`config.mk`:
```
export PLATFORM = sky130hd
export DESIGN_NAME = accumulator_alu_ops
export DESIGN_NICKNAME = d
export VERILOG_FILES = /design/src/alu_ops_pkg.sv /design/src/alu_if.sv /design/src/alu_core.sv /design/src/accumulator_alu_ops.sv
export SDC_FILE = /design/constraint.sdc
export NUM_CORES = 1
export LEC_CHECK = 0
export BUFFER_PORTS_ARGS = -buffer_cell sky130_fd_sc_hd__buf_2
export CORE_MARGIN = 4
export CORE_UTILIZATION = 50
export DETAILED_ROUTE_END_ITERATION = 16
export GPL_TIMING_DRIVEN = 1
export PLACE_DENSITY = 0.7
export SLEW_MARGIN = 20
export SYNTH_ARGS = -nofsm -noshare
export SYNTH_HDL_FRONTEND = slang
export SYNTH_SLANG_ARGS = --single-unit
```
`constraint.sdc`:
```
create_clock -name mclk_i -period 10.8 [get_ports mclk_i]
set_clock_uncertainty 0.05 [all_clocks]
set_input_delay 1.62 -clock mclk_i [delete_from_list [all_inputs] [get_ports mclk_i]]
set_output_delay 1.62 -clock mclk_i [all_outputs]
set_load 0.005 [all_outputs]
```
`src/alu_ops_pkg.sv`:
```
`default_nettype none
package alu_ops_pkg;
    // ------------------------------------------------------------
    // reset values
    // ------------------------------------------------------------
    localparam logic [7:0] ACC_RESET      = 8'h00;
    localparam logic       FLAG_RESET     = 1'b0;
    // ------------------------------------------------------------
    // opcode fields: upper nibble is the group, lower the operand form
    // ------------------------------------------------------------
    localparam logic [3:0] GRP_ADD        = 4'h2;
    localparam logic [3:0] GRP_ADD_CARRY  = 4'h3;
    localparam logic [3:0] GRP_OR         = 4'h4;
    localparam logic [3:0] GRP_AND        = 4'h5;
    localparam logic [3:0] GRP_XOR        = 4'h6;
    localparam logic [3:0] GRP_SUB_BORROW = 4'h9;
    localparam logic [3:0] FORM_DIR_ACC   = 4'h2;
    localparam logic [3:0] FORM_DIR_IMM   = 4'h3;
    localparam logic [3:0] FORM_IMM       = 4'h4;
    localparam logic [3:0] FORM_DIR       = 4'h5;
    localparam logic [3:0] FORM_ONE_BYTE  = 4'h6;
    // ------------------------------------------------------------
    // single-opcode accumulator instructions
    // ------------------------------------------------------------
    localparam logic [7:0] OP_ROT_R       = 8'h03;
    localparam logic [7:0] OP_ROT_RC      = 8'h13;
    localparam logic [7:0] OP_ROT_L       = 8'h23;
    localparam logic [7:0] OP_ROT_LC      = 8'h33;
    localparam logic [7:0] OP_SWAP        = 8'hC4;
    localparam logic [7:0] OP_CLEAR       = 8'hE4;
    localparam logic [7:0] OP_INVERT      = 8'hF4;
    // ------------------------------------------------------------
    // instruction lengths in bytes
    // ------------------------------------------------------------
    localparam logic [1:0] LEN_ONE        = 2'h1;
    localparam logic [1:0] LEN_TWO        = 2'h2;
    localparam logic [1:0] LEN_THREE      = 2'h3;
    localparam logic [1:0] LEN_NONE       = 2'h0;

    typedef enum logic [3:0] {
        add_op,
        sum_with_carry_op,
        subtract_borrow_op,
        bitwise_and_op,
        bitwise_or_op,
        bitwise_xor_op,
        rotate_left_plain,
        rotate_right_plain,
        rotate_left_via_carry,
        rotate_right_via_carry,
        swap_nibbles_op,
        clear_accumulator_op,
        invert_accumulator
    } alu_fn_t;

    typedef enum logic {
        idle_st,
        second_st
    } exec_state_t;
endpackage : alu_ops_pkg
`default_nettype wire

```
`src/alu_if.sv`:
```
`timescale 1ns/1ps
`default_nettype none
interface alu_if;
    import alu_ops_pkg::*;
    alu_fn_t    fn;
    logic [7:0] a;
    logic [7:0] b;
    logic       cy_in;
    logic [7:0] result;
    logic       cy_out;
    logic       ac_out;
    logic       ov_out;
    modport core (input fn, input a, input b, input cy_in,
                  output result, output cy_out, output ac_out, output ov_out);
    modport ctrl (output fn, output a, output b, output cy_in,
                  input result, input cy_out, input ac_out, input ov_out);
endinterface : alu_if
`default_nettype wire

```
`src/alu_core.sv`:
```
`timescale 1ns/1ps
`default_nettype none
module alu_core (
    alu_if.core bus
);
    import alu_ops_pkg::*;
    logic [8:0] wide;
    logic [4:0] low;
    always_comb begin
        wide = 9'h000;
        low = 5'h00;
        bus.result = bus.a;
        bus.cy_out = bus.cy_in;
        bus.ac_out = 1'b0;
        bus.ov_out = 1'b0;
        unique case (bus.fn)
            add_op, sum_with_carry_op: begin
                // plain add ignores carry; carry form folds it in
                wide = {1'b0, bus.a} + {1'b0, bus.b}
                     + {8'h00, (bus.fn == sum_with_carry_op) & bus.cy_in};
                low = {1'b0, bus.a[3:0]} + {1'b0, bus.b[3:0]}
                    + {4'h0, (bus.fn == sum_with_carry_op) & bus.cy_in};
                bus.result = wide[7:0];
                bus.cy_out = wide[8];
                bus.ac_out = low[4];
                bus.ov_out = (bus.a[7] == bus.b[7]) && (wide[7] != bus.a[7]);
            end
            subtract_borrow_op: begin
                wide = {1'b0, bus.a} - {1'b0, bus.b} - {8'h00, bus.cy_in};
                low = {1'b0, bus.a[3:0]} - {1'b0, bus.b[3:0]} - {4'h0, bus.cy_in};
                bus.result = wide[7:0];
                bus.cy_out = wide[8];
                bus.ac_out = low[4];
                bus.ov_out = (bus.a[7] != bus.b[7]) && (wide[7] != bus.a[7]);
            end
            bitwise_and_op: bus.result = bus.a & bus.b;
            bitwise_or_op: bus.result = bus.a | bus.b;
            bitwise_xor_op: bus.result = bus.a ^ bus.b;
            rotate_left_plain: bus.result = {bus.a[6:0], bus.a[7]};
            rotate_right_plain: bus.result = {bus.a[0], bus.a[7:1]};
            rotate_left_via_carry: begin
                bus.result = {bus.a[6:0], bus.cy_in};
                bus.cy_out = bus.a[7];
            end
            rotate_right_via_carry: begin
                bus.result = {bus.cy_in, bus.a[7:1]};
                bus.cy_out = bus.a[0];
            end
            swap_nibbles_op: bus.result = {bus.a[3:0], bus.a[7:4]};
            clear_accumulator_op: bus.result = 8'h00;
            invert_accumulator: bus.result = ~bus.a;
        endcase
    end
endmodule : alu_core
`default_nettype wire

```
`src/accumulator_alu_ops.sv`:
```
// Behaviour
// - add register or indirect byte to accumulator: one byte, one cycle
// - add direct or immediate byte to accumulator: two bytes, one cycle
// - add with carry adds operand plus carry flag; 1 or 2 bytes, one cycle
// - subtract operand and borrow from accumulator; 1 or 2 bytes, one cycle
// - and into accumulator from register, direct, indirect or immediate, one cycle
// - and accumulator into direct byte: two bytes, one cycle
// - and immediate into direct byte: three bytes, two cycles, accumulator untouched
// - or group mirrors the and group in forms, lengths and cycles
// - xor group mirrors the and group in forms, lengths and cycles
// - clear, invert and plain rotates act on accumulator, one byte, one cycle
// - left rotate through carry is a nine-bit loop, one byte, one cycle
// - right rotate through carry: bit zero to carry, carry to top bit
// - nibble swap exchanges accumulator halves, one byte, one cycle
`timescale 1ns/1ps
`default_nettype none
module accumulator_alu_ops (
    input  wire logic       mclk_i,
    input  wire logic       rst_i,
    input  wire logic       start_i,
    input  wire logic [7:0] opcode_i,
    input  wire logic [7:0] operand_i,
    input  wire logic [7:0] imm_i,
    output logic            ready_o,
    output logic            done_o,
    output logic            illegal_o,
    output logic [1:0]      length_o,
    output logic [7:0]      acc_o,
    output logic            carry_o,
    output logic            aux_carry_o,
    output logic            overflow_o,
    output logic            direct_wr_o,
    output logic [7:0]      direct_wdata_o
);
    import alu_ops_pkg::*;

    // ------------------------------------------------------------
    // decode
    // ------------------------------------------------------------
    alu_fn_t    dec_fn;
    logic       dec_legal;
    logic       dec_to_direct;
    logic       dec_two_cycle;
    logic [1:0] dec_len;
    logic [3:0] grp;
    logic [3:0] form;

    assign grp  = opcode_i[7:4];
    assign form = opcode_i[3:0];

    always_comb begin
        dec_fn = add_op;
        dec_legal = 1'b1;
        dec_to_direct = 1'b0;
        dec_two_cycle = 1'b0;
        dec_len = LEN_ONE;
        unique case (opcode_i)
            OP_ROT_R: dec_fn = rotate_right_plain;
            OP_ROT_RC: dec_fn = rotate_right_via_carry;
            OP_ROT_L: dec_fn = rotate_left_plain;
            OP_ROT_LC: dec_fn = rotate_left_via_carry;
            OP_SWAP: dec_fn = swap_nibbles_op;
            OP_CLEAR: dec_fn = clear_accumulator_op;
            OP_INVERT: dec_fn = invert_accumulator;
            default: begin
                unique case (grp)
                    GRP_ADD: dec_fn = add_op;
                    GRP_ADD_CARRY: dec_fn = sum_with_carry_op;
                    GRP_SUB_BORROW: dec_fn = subtract_borrow_op;
                    GRP_AND: dec_fn = bitwise_and_op;
                    GRP_OR: dec_fn = bitwise_or_op;
                    GRP_XOR: dec_fn = bitwise_xor_op;
                    default: dec_legal = 1'b0;
                endcase
                // register and indirect forms are single byte
                if (form >= FORM_ONE_BYTE) begin
                    dec_len = LEN_ONE;
                end else if (form == FORM_IMM || form == FORM_DIR) begin
                    dec_len = LEN_TWO;
                end else if (form == FORM_DIR_ACC || form == FORM_DIR_IMM) begin
                    // direct destination exists only for the logic groups
                    if (grp != GRP_AND && grp != GRP_OR && grp != GRP_XOR) begin
                        dec_legal = 1'b0;
                    end
                    dec_to_direct = 1'b1;
                    dec_two_cycle = (form == FORM_DIR_IMM);
                    dec_len = (form == FORM_DIR_IMM) ? LEN_THREE : LEN_TWO;
                end else begin
                    dec_legal = 1'b0;
                end
            end
        endcase
        if (!dec_legal) begin
            dec_len = LEN_NONE;
        end
    end

    // ------------------------------------------------------------
    // datapath
    // ------------------------------------------------------------
    alu_if alu ();
    alu_core u_alu (
        .bus (alu.core)
    );

    exec_state_t state;
    exec_state_t next_state;
    alu_fn_t     hold_fn;
    alu_fn_t     next_hold_fn;
    logic [7:0]  hold_a;
    logic [7:0]  next_hold_a;
    logic [7:0]  hold_b;
    logic [7:0]  next_hold_b;
    logic [7:0]  acc;
    logic [7:0]  next_acc;
    logic        cy;
    logic        next_cy;
    logic        ac;
    logic        next_ac;
    logic        ov;
    logic        next_ov;
    logic        done;
    logic        next_done;
    logic        illegal;
    logic        next_illegal;
    logic [1:0]  len;
    logic [1:0]  next_len;
    logic        dwr;
    logic        next_dwr;
    logic [7:0]  dwdata;
    logic [7:0]  next_dwdata;
    logic        take;
    logic        arith;

    assign take = start_i && (state == idle_st);

    // second cycle of the three-byte form works from latched bytes, so the
    // fetch logic is free to move on once the request is taken
    assign alu.fn    = (state == second_st) ? hold_fn : dec_fn;
    assign alu.a     = (state == second_st) ? hold_a : acc;
    assign alu.b     = (state == second_st) ? hold_b : operand_i;
    assign alu.cy_in = cy;
    assign arith     = (alu.fn == add_op) || (alu.fn == sum_with_carry_op)
                    || (alu.fn == subtract_borrow_op);

    always_comb begin
        next_state = state;
        next_hold_fn = hold_fn;
        next_hold_a = hold_a;
        next_hold_b = hold_b;
        next_acc = acc;
        next_cy = cy;
        next_ac = ac;
        next_ov = ov;
        next_done = 1'b0;
        next_illegal = 1'b0;
        next_len = len;
        next_dwr = 1'b0;
        next_dwdata = dwdata;
        unique case (state)
            idle_st: begin
                if (take) begin
                    next_len = dec_len;
                    if (!dec_legal) begin
                        next_illegal = 1'b1;
                        next_done = 1'b1;
                    end else if (dec_two_cycle) begin
                        next_state = second_st;
                        next_hold_fn = dec_fn;
                        next_hold_a = operand_i;
                        next_hold_b = imm_i;
                    end else begin
                        next_done = 1'b1;
                        if (dec_to_direct) begin
                            next_dwr = 1'b1;
                            next_dwdata = alu.result;
                        end else begin
                            next_acc = alu.result;
                        end
                        if (arith) begin
                            next_ac = alu.ac_out;
                            next_ov = alu.ov_out;
                        end
                        next_cy = alu.cy_out;
                    end
                end
            end
            second_st: begin
                // accumulator is not written here
                next_dwr = 1'b1;
                next_dwdata = alu.result;
                next_done = 1'b1;
                next_state = idle_st;
            end
        endcase
    end

    always_ff @(posedge mclk_i) begin
        if (rst_i) begin
            state <= idle_st;
            hold_fn <= add_op;
            hold_a <= ACC_RESET;
            hold_b <= ACC_RESET;
            acc <= ACC_RESET;
            cy <= FLAG_RESET;
            ac <= FLAG_RESET;
            ov <= FLAG_RESET;
            done <= 1'b0;
            illegal <= 1'b0;
            len <= LEN_NONE;
            dwr <= 1'b0;
            dwdata <= ACC_RESET;
        end else begin
            state <= next_state;
            hold_fn <= next_hold_fn;
            hold_a <= next_hold_a;
            hold_b <= next_hold_b;
            acc <= next_acc;
            cy <= next_cy;
            ac <= next_ac;
            ov <= next_ov;
            done <= next_done;
            illegal <= next_illegal;
            len <= next_len;
            dwr <= next_dwr;
            dwdata <= next_dwdata;
        end
    end

    // ------------------------------------------------------------
    // outputs
    // ------------------------------------------------------------
    assign ready_o        = (state == idle_st);
    assign done_o         = done;
    assign illegal_o      = illegal;
    assign length_o       = len;
    assign acc_o          = acc;
    assign carry_o        = cy;
    assign aux_carry_o    = ac;
    assign overflow_o     = ov;
    assign direct_wr_o    = dwr;
    assign direct_wdata_o = dwdata;
endmodule : accumulator_alu_ops
`default_nettype wire

```
==> qor.yml, run 1 <==
status:
  status: "completed"
power:
  p_per_area_mw_per_mm2: 106
  pwr-share-seq_pct: 38.6
  cellLeakagePower_nw: 1.89
  swShare_pct: 37.6
  intPower_w: 0.000282
  total_power_w: 0.000453
  power_switching_w: 0.000170
  combPwrFrac_pct: 36.4
  clock_power_share_pct: 25.0
  ir_worst_vdd_mv: 0.0870
sta:
  holdWs_ns: 0.401
  finalSetupViolCount: 0
  hold_violations: 0
  timing.setup.tns_ns: 0
  tightest_slew_ns: 1.07
  rsz0062_at_grt: "false"
  finalMaxSlewViolations: 0
  finalCritPeriodShare_pct: 49.4
  clock.fmax_mhz: 187
  slew_headroom_pct: 28.4
  fin_crit_ns: 5.34
synth:
  post-synth-top-count-cell: "nor2_1"
  synth_cell_type_count: 72
  syn-num-nets: 538
  yosysTopAreaCellShare_pct: 23.2
  synth_simple_gate_area_share_pct: 20.2
  synth_adder_area_share_pct: 11.1
  synth_edf_count: 0
  yosys_warnings: 0
  ys_ff_latch: 45
  synth_area_per_cell_um2: 8.11
  synthTopCellsByCount: "nor2_1, dfxtp_1, mux2i_1, inv_1, ha_1"
  synth_area_mm2: 0.00388
  synth_top_family_by_area: "compound AO/OA/AOI/OAI gates"
  seq_area_frac_synth_pct: 23.2
  synth_top_cell_by_area: "dfxtp_1"
  synth-async-reset-ratio_pct: 0
  synth_area_leaders: "dfxtp_1, mux2i_1, ha_1"
  synth_compound_area_share_pct: 24.7
  synth_mux_area_share_pct: 11.2
  ys.flop_type: "dfxtp_1"
  synth_xor_area_share_pct: 3.16
  syn_inst: 479
detailed_routing:
  vias: 3757
  firstDrtPassIters: 5
  wl_per_cell_um: 18.7
  first_iter_violations: 334
  wirelength_um: 11400
  ant_nets: 0
  drc_errors: 0
  vias_per_cell: 6.15
worst_setup_path:
  cp.arrival_ns: 5.51
  cp_max_fo: 10
  max_stage_delay_ns: 0.44
  critPathLaunch: "opcode_i[2]"
  path_buf_inv: 1
  worst_setup_path_start_kind: "input pin"
  end_kind: "flop"
  worst-endpoint-required_ns: 10.97
  r2r-start: "state"
  crit_type: "in2reg"
  path_delay_family: "simple AND/OR/NAND/NOR gates"
  crit_chain: "buf_2 -> nor2b_1 -> and3_4 -> o31a_1 -> nor2_4 -> nand2_1 -> nor3_1 -> fa_1 -> fa_1 -> a21o_1 -> a21oi_1 -> nor2_1 -> o21a_1 -> nor2_1 -> xnor2_1 -> nand2_1 -> a311oi_1"
  crit_path_top_delay_cell: "fa_1"
grt:
  antenna_found_initial: 0
  first_global_vias: 3461
  grt_use_total_pct: 25.4
  grt.overflow.total: 0
  grt_pass1_wl_um: 18100
  grt_max_degree: 48
placed_design:
  gp_congestion: 0.992
  port_buffers: 51
  dp_hpwl_um: 8580
clock_network:
  tritoncts: "done"
  root_buffer: "clkbuf_8"
  cts_resized: 0
  cts_buffers: 5
  cts_buffer_depth: 2
  cts.clk_slew.worst_paths_ns: 0.10
  postCtsSetupRepairBufs: 0
  htree_levels: 2
  clock_sinks: 45
  worstSkewPairLatency_ns: 0.32
  hold_buffers: 0
final_layout:
  fillers: 717
  utilization_pct: 57.5
  drive_above_1_share_pct: 15.4
  multiInputGateArea_mm2: 0.00274
  num_antenna_cells: 0
  nets: 570
  area_delta_synth_final_pct: 9.66
  final-seq-area_um2: 902
floorplan:
  dieArea_mm2: 0.00924
  row_count: 31
  initial_utilization_pct: 52.4
  die_h_um: 96.1
  core_mm2: 0.00741
  chipWidth_um: 96.1
  pin_count: 52
min_path:
  min-delay-start: "direct_wdata_o[1]"
  hp-class: "reg2reg"
run:
  drv_cap: 0
cell type report:
| cell class | count | share of cell area [%] |
|---|---|---|
| sequential | 45 | 21.2 |
| timing repair buffer | 55 | 6.70 |
| multi-input combinational | 373 | 64.3 |
| clock inverter | 3 | 0.588 |
| inverter | 31 | 2.73 |
| clock buffer | 5 | 1.62 |
| tap | 99 | 2.91 |
routing by layer:
metal,track usage [%],part of all wire [%],up-vias
li1,-,-,1826
met1,33.4,43,1766
met2,41.4,48,145
met3,3.91,6.2,20
met4,9.83,3.0,0
met5,0,0,-
cell families after synthesis:
kind of cell    Yosys count
compound gates          128
simple gates            156
flops                    45
buf+inv                  61
xor+xnor                 14
fa+ha+maj                32
mux                      43
path summary, 6_finish.rpt:
check / end / slack, ns / cells after the start
setup reg to reg: overflow_o / 6.44 / 14
hold / removal: direct_wdata_o[1] / 0.40 / 2
hold reg to reg: direct_wdata_o[1] / 0.40 / 2
setup / recovery: acc_o[6] / 5.46 / 17
tightest hold or removal path: cells and delay by family, from the launching register on:
kind / cells / cell delay, ns
DFF: 1 / 0.32
and+or+nand+nor: 1 / 0.05
AOI/OAI and AO/OA: 1 / 0.05
cells in the final DEF, fill, tap and decap left out, types with 5 or more instances in the layout:
master / instances
nor2b_1: 5
ha_1: 28
nor2_1: 57
a211oi_1: 11
nand2b_1: 6
nor3_1: 16
buf_2: 51
a311oi_1: 6
or3_1: 6
clkbuf_8: 5
nand3_1: 10
mux2i_1: 42
a21o_1: 5
dfxtp_1: 44
a21oi_1: 21
nand4_1: 8
xnor2_1: 11
inv_1: 30
nand2_1: 27
o21ai_0: 10
o211ai_1: 10
o21a_1: 6
o22ai_1: 14
sequential cells by signal (all words and copies together), names as in the netlist, 2 cells and up:
register and count:
acc_o 8, direct_wdata_o 8, hold_a 8, hold_b 8, hold_fn 4, length_o 2
stage by stage:
step | instance area [um^2] | setup slack (ns) | std cells
6_report | 4260 | 5.46 | 611
5_1_grt | 4260 | 5.13 | 611
4_1_cts | 4260 | 5.51 | 611
3_5_place_dp | 4170 | 5.22 | 603
3_3_place_gp | 4170 | 5.29 | 603
2_1_floorplan | 3880 | 5.58 | 479
power groups by stage:
stage          clock [W]  sequential [W]  combinational [W]
2_1_floorplan          0        0.000178           0.000119
3_3_place_gp           0        0.000179           0.000161
3_5_place_dp           0        0.000179           0.000162
4_1_cts         0.000115        0.000175           0.000163
5_1_grt         0.000121        0.000176           0.000183
6_report        0.000113        0.000175           0.000165
Note: power is estimated with default switching activity, not from simulation.
==> inputs of run 2 (changes only) <==
==> constraint.sdc (replaced) <==
create_clock -name mclk_i -period 5.45 [get_ports mclk_i]
set_clock_uncertainty 0.05 [all_clocks]
set_input_delay 0.8175 -clock mclk_i [delete_from_list [all_inputs] [get_ports mclk_i]]
set_output_delay 0.8175 -clock mclk_i [all_outputs]
set_load 0.005 [all_outputs]
==> run 2 against run 1 <==
Worst hold slack improved by 0.010 ns; sequential share of layout area fell by 0.32 points; first-iteration DRC count fell by 27%; flip-flop and latch count did not move; global-route usage fell by 0.17 points; clock power rose to 2.7 times the previous value; power rose by 120%; setup slack got worse by 4.6 ns; register-to-register slack got worse by 5.1 ns; sequential power rose by 98%; via count rose by 1.3%; critical endpoint is now carry_o; largest power group unchanged.
==> qor.yml, run 2 (synthesis gave the netlist of run 1 again) <==
clock_network:
  htree_levels: 2
  worstSkewPairLatency_ns: 0.30
  hold_buffers: 0
  cts.clk_slew.worst_paths_ns: 0.09
  postCtsSetupRepairBufs: 0
  cts_buffers: 5
  cts_resized: 0
  tritoncts: "done"
  clock_sinks: 45
  cts_buffer_depth: 2
  root_buffer: "clkbuf_8"
grt:
  grt_pass1_wl_um: 18200
  first_global_vias: 3521
  grt_use_total_pct: 25.2
  grt_max_degree: 48
  grt.overflow.total: 0
  antenna_found_initial: 0
final_layout:
  final_common_cell: "nor2_1"
  drive_above_1_share_pct: 15.9
  fillers: 707
  multiInputGateArea_mm2: 0.00274
  nets: 573
  num_antenna_cells: 0
  area_delta_synth_final_pct: 11.4
  final-seq-area_um2: 902
  design_area_mm2: 0.00433
  layout_common_cells: "nor2_1, buf_2, dfxtp_1, mux2i_1, inv_1"
sta:
  finalMaxSlewViolations: 0
  finalCritPeriodShare_pct: 85.1
  fin_crit_ns: 4.64
  hold_violations: 0
  slew_headroom_pct: 31.0
  tightest_slew_ns: 1.04
  finalSetupViolCount: 0
  rsz0062_at_grt: "false"
  clock.fmax_mhz: 216
  timing.setup.tns_ns: 0
floorplan:
  pin_count: 52
  core_mm2: 0.00741
  die_h_um: 96.1
  initial_utilization_pct: 52.4
  chipWidth_um: 96.1
  row_count: 31
  dieArea_mm2: 0.00924
detailed_routing:
  wl_met3_um: 678
  vias_per_cell: 6.20
  drc_errors: 0
  first_iter_violations: 243
  wl_met2_um: 5510
  wl_met1_um: 4900
  ant_nets: 0
  wl_per_cell_um: 18.5
  firstDrtPassIters: 6
  vias: 3807
  routed.top_layer: "met4"
  wirelength_um: 11400
worst_setup_path:
  worst-endpoint-required_ns: 5.54
  cp_max_fo: 10
  path_buf_inv: 1
  worst-r2r-cell-count: 14
  crit_chain: "buf_2 -> nor2b_1 -> and3_4 -> o31a_1 -> nor2_4 -> nand2_1 -> nor3_1 -> fa_1 -> fa_1 -> a21o_1 -> a21oi_1 -> nor2_1 -> o21a_1 -> o21ai_0 -> a211oi_1 -> o22ai_1 -> a221oi_1"
  cp.arrival_ns: 4.73
  path_delay_family: "compound AO/OA/AOI/OAI gates"
  r2r-start: "state"
  r2r_end: "carry_o"
  crit_path_top_delay_cell: "fa_1"
  end_kind: "flop"
  worst_setup_path_start_kind: "input pin"
  max_stage_delay_ns: 0.44
  crit_top_cell: "fa_1"
  crit_type: "in2reg"
  reg2reg_slack_ns: 1.34
placed_design:
  dp_hpwl_um: 8750
  port_buffers: 51
  gp_congestion: 1.01
  placed_area_mm2: 0.00419
min_path:
  hp-class: "reg2reg"
  min_to: "direct_wdata_o[1]"
  min_path_cells: 2
  min-delay-start: "direct_wdata_o[1]"
run:
  drv_cap: 0
power:
  p_per_area_mw_per_mm2: 226
  cellLeakagePower_nw: 1.93
  ir_worst_vdd_mv: 0.171
status:
  status: "completed"
[run 2: layer usage]
layer  vias up  track usage, %
met5         -               0
met4         0            7.70
met3        16            2.89
met2       155            42.9
met1      1799            33.1
li1       1837               -
[run 2: through the flow]
| stage | hold WS (ns) | total power, W | utilization [%] | setup WS [ns] | cells |
|---|---|---|---|---|---|
| 2_1_floorplan | 0.398 | 0.000589 | - | 1.03 | 479 |
| 3_3_place_gp | 0.393 | 0.000674 | 56.5 | 0.714 | 606 |
| 3_5_place_dp | 0.402 | 0.000676 | 56.5 | 0.609 | 606 |
| 4_1_cts | 0.415 | 0.000979 | 58.4 | 0.906 | 614 |
| 5_1_grt | 0.431 | 0.00103 | 58.4 | 0.478 | 614 |
| 6_report | 0.411 | 0.000978 | 58.4 | 0.813 | 614 |
[run 2: worst max path at each step]
stage	from	end	cells past startpoint
after floorplan	opcode_i[3]	acc_o[6]	18
final	opcode_i[2]	carry_o	17
after global placement	opcode_i[2]	carry_o	17
after global routing	opcode_i[2]	carry_o	17
after detailed placement	opcode_i[2]	carry_o	17
after CTS	opcode_i[2]	acc_o[6]	17
[run 2: final cells by class]
| class | count | area share, % |
|---|---|---|
| multi-input combinational | 373 | 63.3 |
| clock buffer | 5 | 1.59 |
| timing repair buffer | 58 | 7.12 |
| tap | 99 | 2.86 |
| clock inverter | 3 | 1.59 |
| inverter | 31 | 2.69 |
| sequential | 45 | 20.9 |
[run 2: report_power, final]
| part | switching, W | internal (W) |
|---|---|---|
| Sequential | 0.00000731 | 0.000339 |
| Combinational | 0.000199 | 0.000129 |
| Clock | 0.000120 | 0.000185 |
[run 2: tightest hold or removal path: stages, from the launching register on]
cell     delay (ns)
dfxtp_1        0.32
nand2_1        0.05
a21oi_1        0.05
==> inputs of run 3 (changes only) <==
==> constraint.sdc (replaced) <==
create_clock -name mclk_i -period 5.8 [get_ports mclk_i]
set_clock_uncertainty 0.05 [all_clocks]
set_input_delay 0.87 -clock mclk_i [delete_from_list [all_inputs] [get_ports mclk_i]]
set_output_delay 0.87 -clock mclk_i [all_outputs]
set_load 0.005 [all_outputs]
==> run 3 against run 2 <==
Routed wire length decreased by 0.82%; sequential power fell by 5.8%; flip-flop and latch count stayed put; combinational power is 5% lower; cell count stayed put; non-clock buffer count unchanged; final area decreased by 0.52%; setup slack better by 0.52 ns; count of clock-buffer cells in the layout did not move; die area is the same; first-iteration DRC count up 36%; critical path type unchanged.
==> qor.yml, run 3 (synthesis gave the netlist of run 1 again) <==
min_path:
  hp-class: "reg2reg"
  min-delay-start: "overflow_o"
  min_path_cells: 2
  min_to: "overflow_o"
sta:
  finalMaxSlewViolations: 0
  slew_headroom_pct: 25.2
  tightest_slew_ns: 1.12
  hold_violations: 0
  finalSetupViolCount: 0
  rsz0062_at_grt: "false"
  clock.fmax_mhz: 224
  holdWs_ns: 0.414
  fin_crit_ns: 4.47
  timing.setup.tns_ns: 0
  finalCritPeriodShare_pct: 77.0
worst_setup_path:
  r2r_end: "carry_o"
  crit_top_cell: "fa_1"
  crit_path_top_delay_cell: "fa_1"
  crit_chain: "buf_2 -> nor2b_1 -> and3_4 -> o31a_1 -> nor2_4 -> nand2_1 -> nor3_1 -> fa_1 -> fa_1 -> a21o_1 -> a21oi_1 -> nor2_1 -> o21a_1 -> o21ai_0 -> a211oi_1 -> o22ai_1 -> a221oi_1"
  end_kind: "flop"
  r2r-start: "state"
  crit_type: "in2reg"
  max_stage_delay_ns: 0.45
  reg2reg_slack_ns: 1.68
  cp_max_fo: 10
  worst-r2r-cell-count: 13
  worst-endpoint-required_ns: 5.89
  worst_setup_path_start_kind: "input pin"
  cp.arrival_ns: 4.56
placed_design:
  port_buffers: 51
  placed_cells: 606
  dp_hpwl_um: 8610
  gp_congestion: 0.979
detailed_routing:
  wirelength_um: 11300
  vias_per_cell: 6.14
  wl_per_cell_um: 18.4
  firstDrtPassIters: 5
  ant_nets: 0
  drc_errors: 0
  first_iter_violations: 330
  vias: 3768
grt:
  grt_use_total_pct: 24.9
  antenna_found_initial: 0
  grt_max_degree: 48
  first_global_vias: 3546
  grt_pass1_wl_um: 18000
  grt.overflow.total: 0
final_layout:
  drive_above_1_share_pct: 15.9
  fillers: 715
  num_antenna_cells: 0
  nets: 573
  final_common_cell: "nor2_1"
  layout_common_cells: "nor2_1, buf_2, dfxtp_1, mux2i_1, inv_1"
  fin_cells: 614
  area_delta_synth_final_pct: 10.8
floorplan:
  row_count: 31
  dieArea_mm2: 0.00924
  pin_count: 52
  chipWidth_um: 96.1
  initial_utilization_pct: 52.4
  core_mm2: 0.00741
  die_h_um: 96.1
power:
  ir_worst_vdd_mv: 0.117
  p_per_area_mw_per_mm2: 205
  cellLeakagePower_nw: 1.91
clock_network:
  cts_resized: 0
  cts_buffer_depth: 2
  tritoncts: "done"
  cts_buffers: 5
  root_buffer: "clkbuf_8"
  worstSkewPairLatency_ns: 0.30
  postCtsSetupRepairBufs: 0
  clock_sinks: 45
  htree_levels: 2
  cts.clk_slew.worst_paths_ns: 0.09
  hold_buffers: 0
status:
  status: "completed"
run:
  drv_cap: 0
-- run 3: changes by cell type in the layout (fill, tap and decap cells not counted) --
cell | previous run | this run
bufinv_16 | 2 | 1
clkinv_4 | 0 | 1
clkinvlp_4 | 0 | 1
inv_6 | 1 | 0
-- run 3: where the power goes --
group          internal (W)  leakage [nW]  total [W]  switching [W]
clock              0.000129        0.0543   0.000246       0.000117
combinational      0.000121          1.49   0.000310       0.000188
sequential         0.000319         0.365   0.000326     0.00000702
total              0.000569          1.91   0.000881       0.000312
-- run 3: final cells by class --
| class | count | area, um^2 | share of cell area, % |
|---|---|---|---|
| Timing Repair Buffer | 58 | 308 | 7.15 |
| Sequential cell | 45 | 902 | 21.0 |
| Inverter | 31 | 116 | 2.70 |
| Clock buffer | 5 | 68.8 | 1.60 |
| Clock inverter | 3 | 46.3 | 1.08 |
| Multi-Input combinational cell | 373 | 2740 | 63.6 |
| Tap cell | 99 | 124 | 2.88 |
-- run 3: worst max-delay path by stage --
stage | startpoint | slack, ns | cells after the start | to
floorplan | opcode_i[3] | 1.33 | 18 | acc_o[6]
global placement | opcode_i[2] | 1.20 | 17 | carry_o
detailed placement | opcode_i[3] | 1.10 | 17 | carry_o
CTS | opcode_i[3] | 1.42 | 17 | carry_o
global route | opcode_i[2] | 1.07 | 17 | carry_o
finish | opcode_i[2] | 1.33 | 17 | carry_o
-- run 3: routing by layer --
metal,share of wire (%),GRT usage [%],up-vias,wire [um]
met5,0,0,-,0
met3,6.1,3.28,22,687
li1,-,-,1829,-
met4,2.3,7.82,0,262
met1,43,32.1,1764,4850
met2,49,42.8,153,5470
-- run 3: worst max-delay path, delay by kind of cell --
kind	cells	cell delay [ns]
AO/OA/AOI/OAI	8	1.66
adder cells (fa/ha/maj)	2	0.88
buffers and inverters	1	0.14
AND/OR/NAND/NOR	6	0.99
-- run 3: per-stage QoR --
step / worst slack [ns] / power, W / util [%] / area, um^2
3_5_place_dp: 1.10 / 0.000637 / 56.5 / 4190
4_1_cts: 1.42 / 0.000879 / 58.1 / 4300
2_1_floorplan: 1.33 / 0.000553 / - / 3880
6_report: 1.33 / 0.000881 / 58.1 / 4300
5_1_grt: 1.07 / 0.000930 / 58.1 / 4300
3_3_place_gp: 1.20 / 0.000633 / 56.5 / 4190
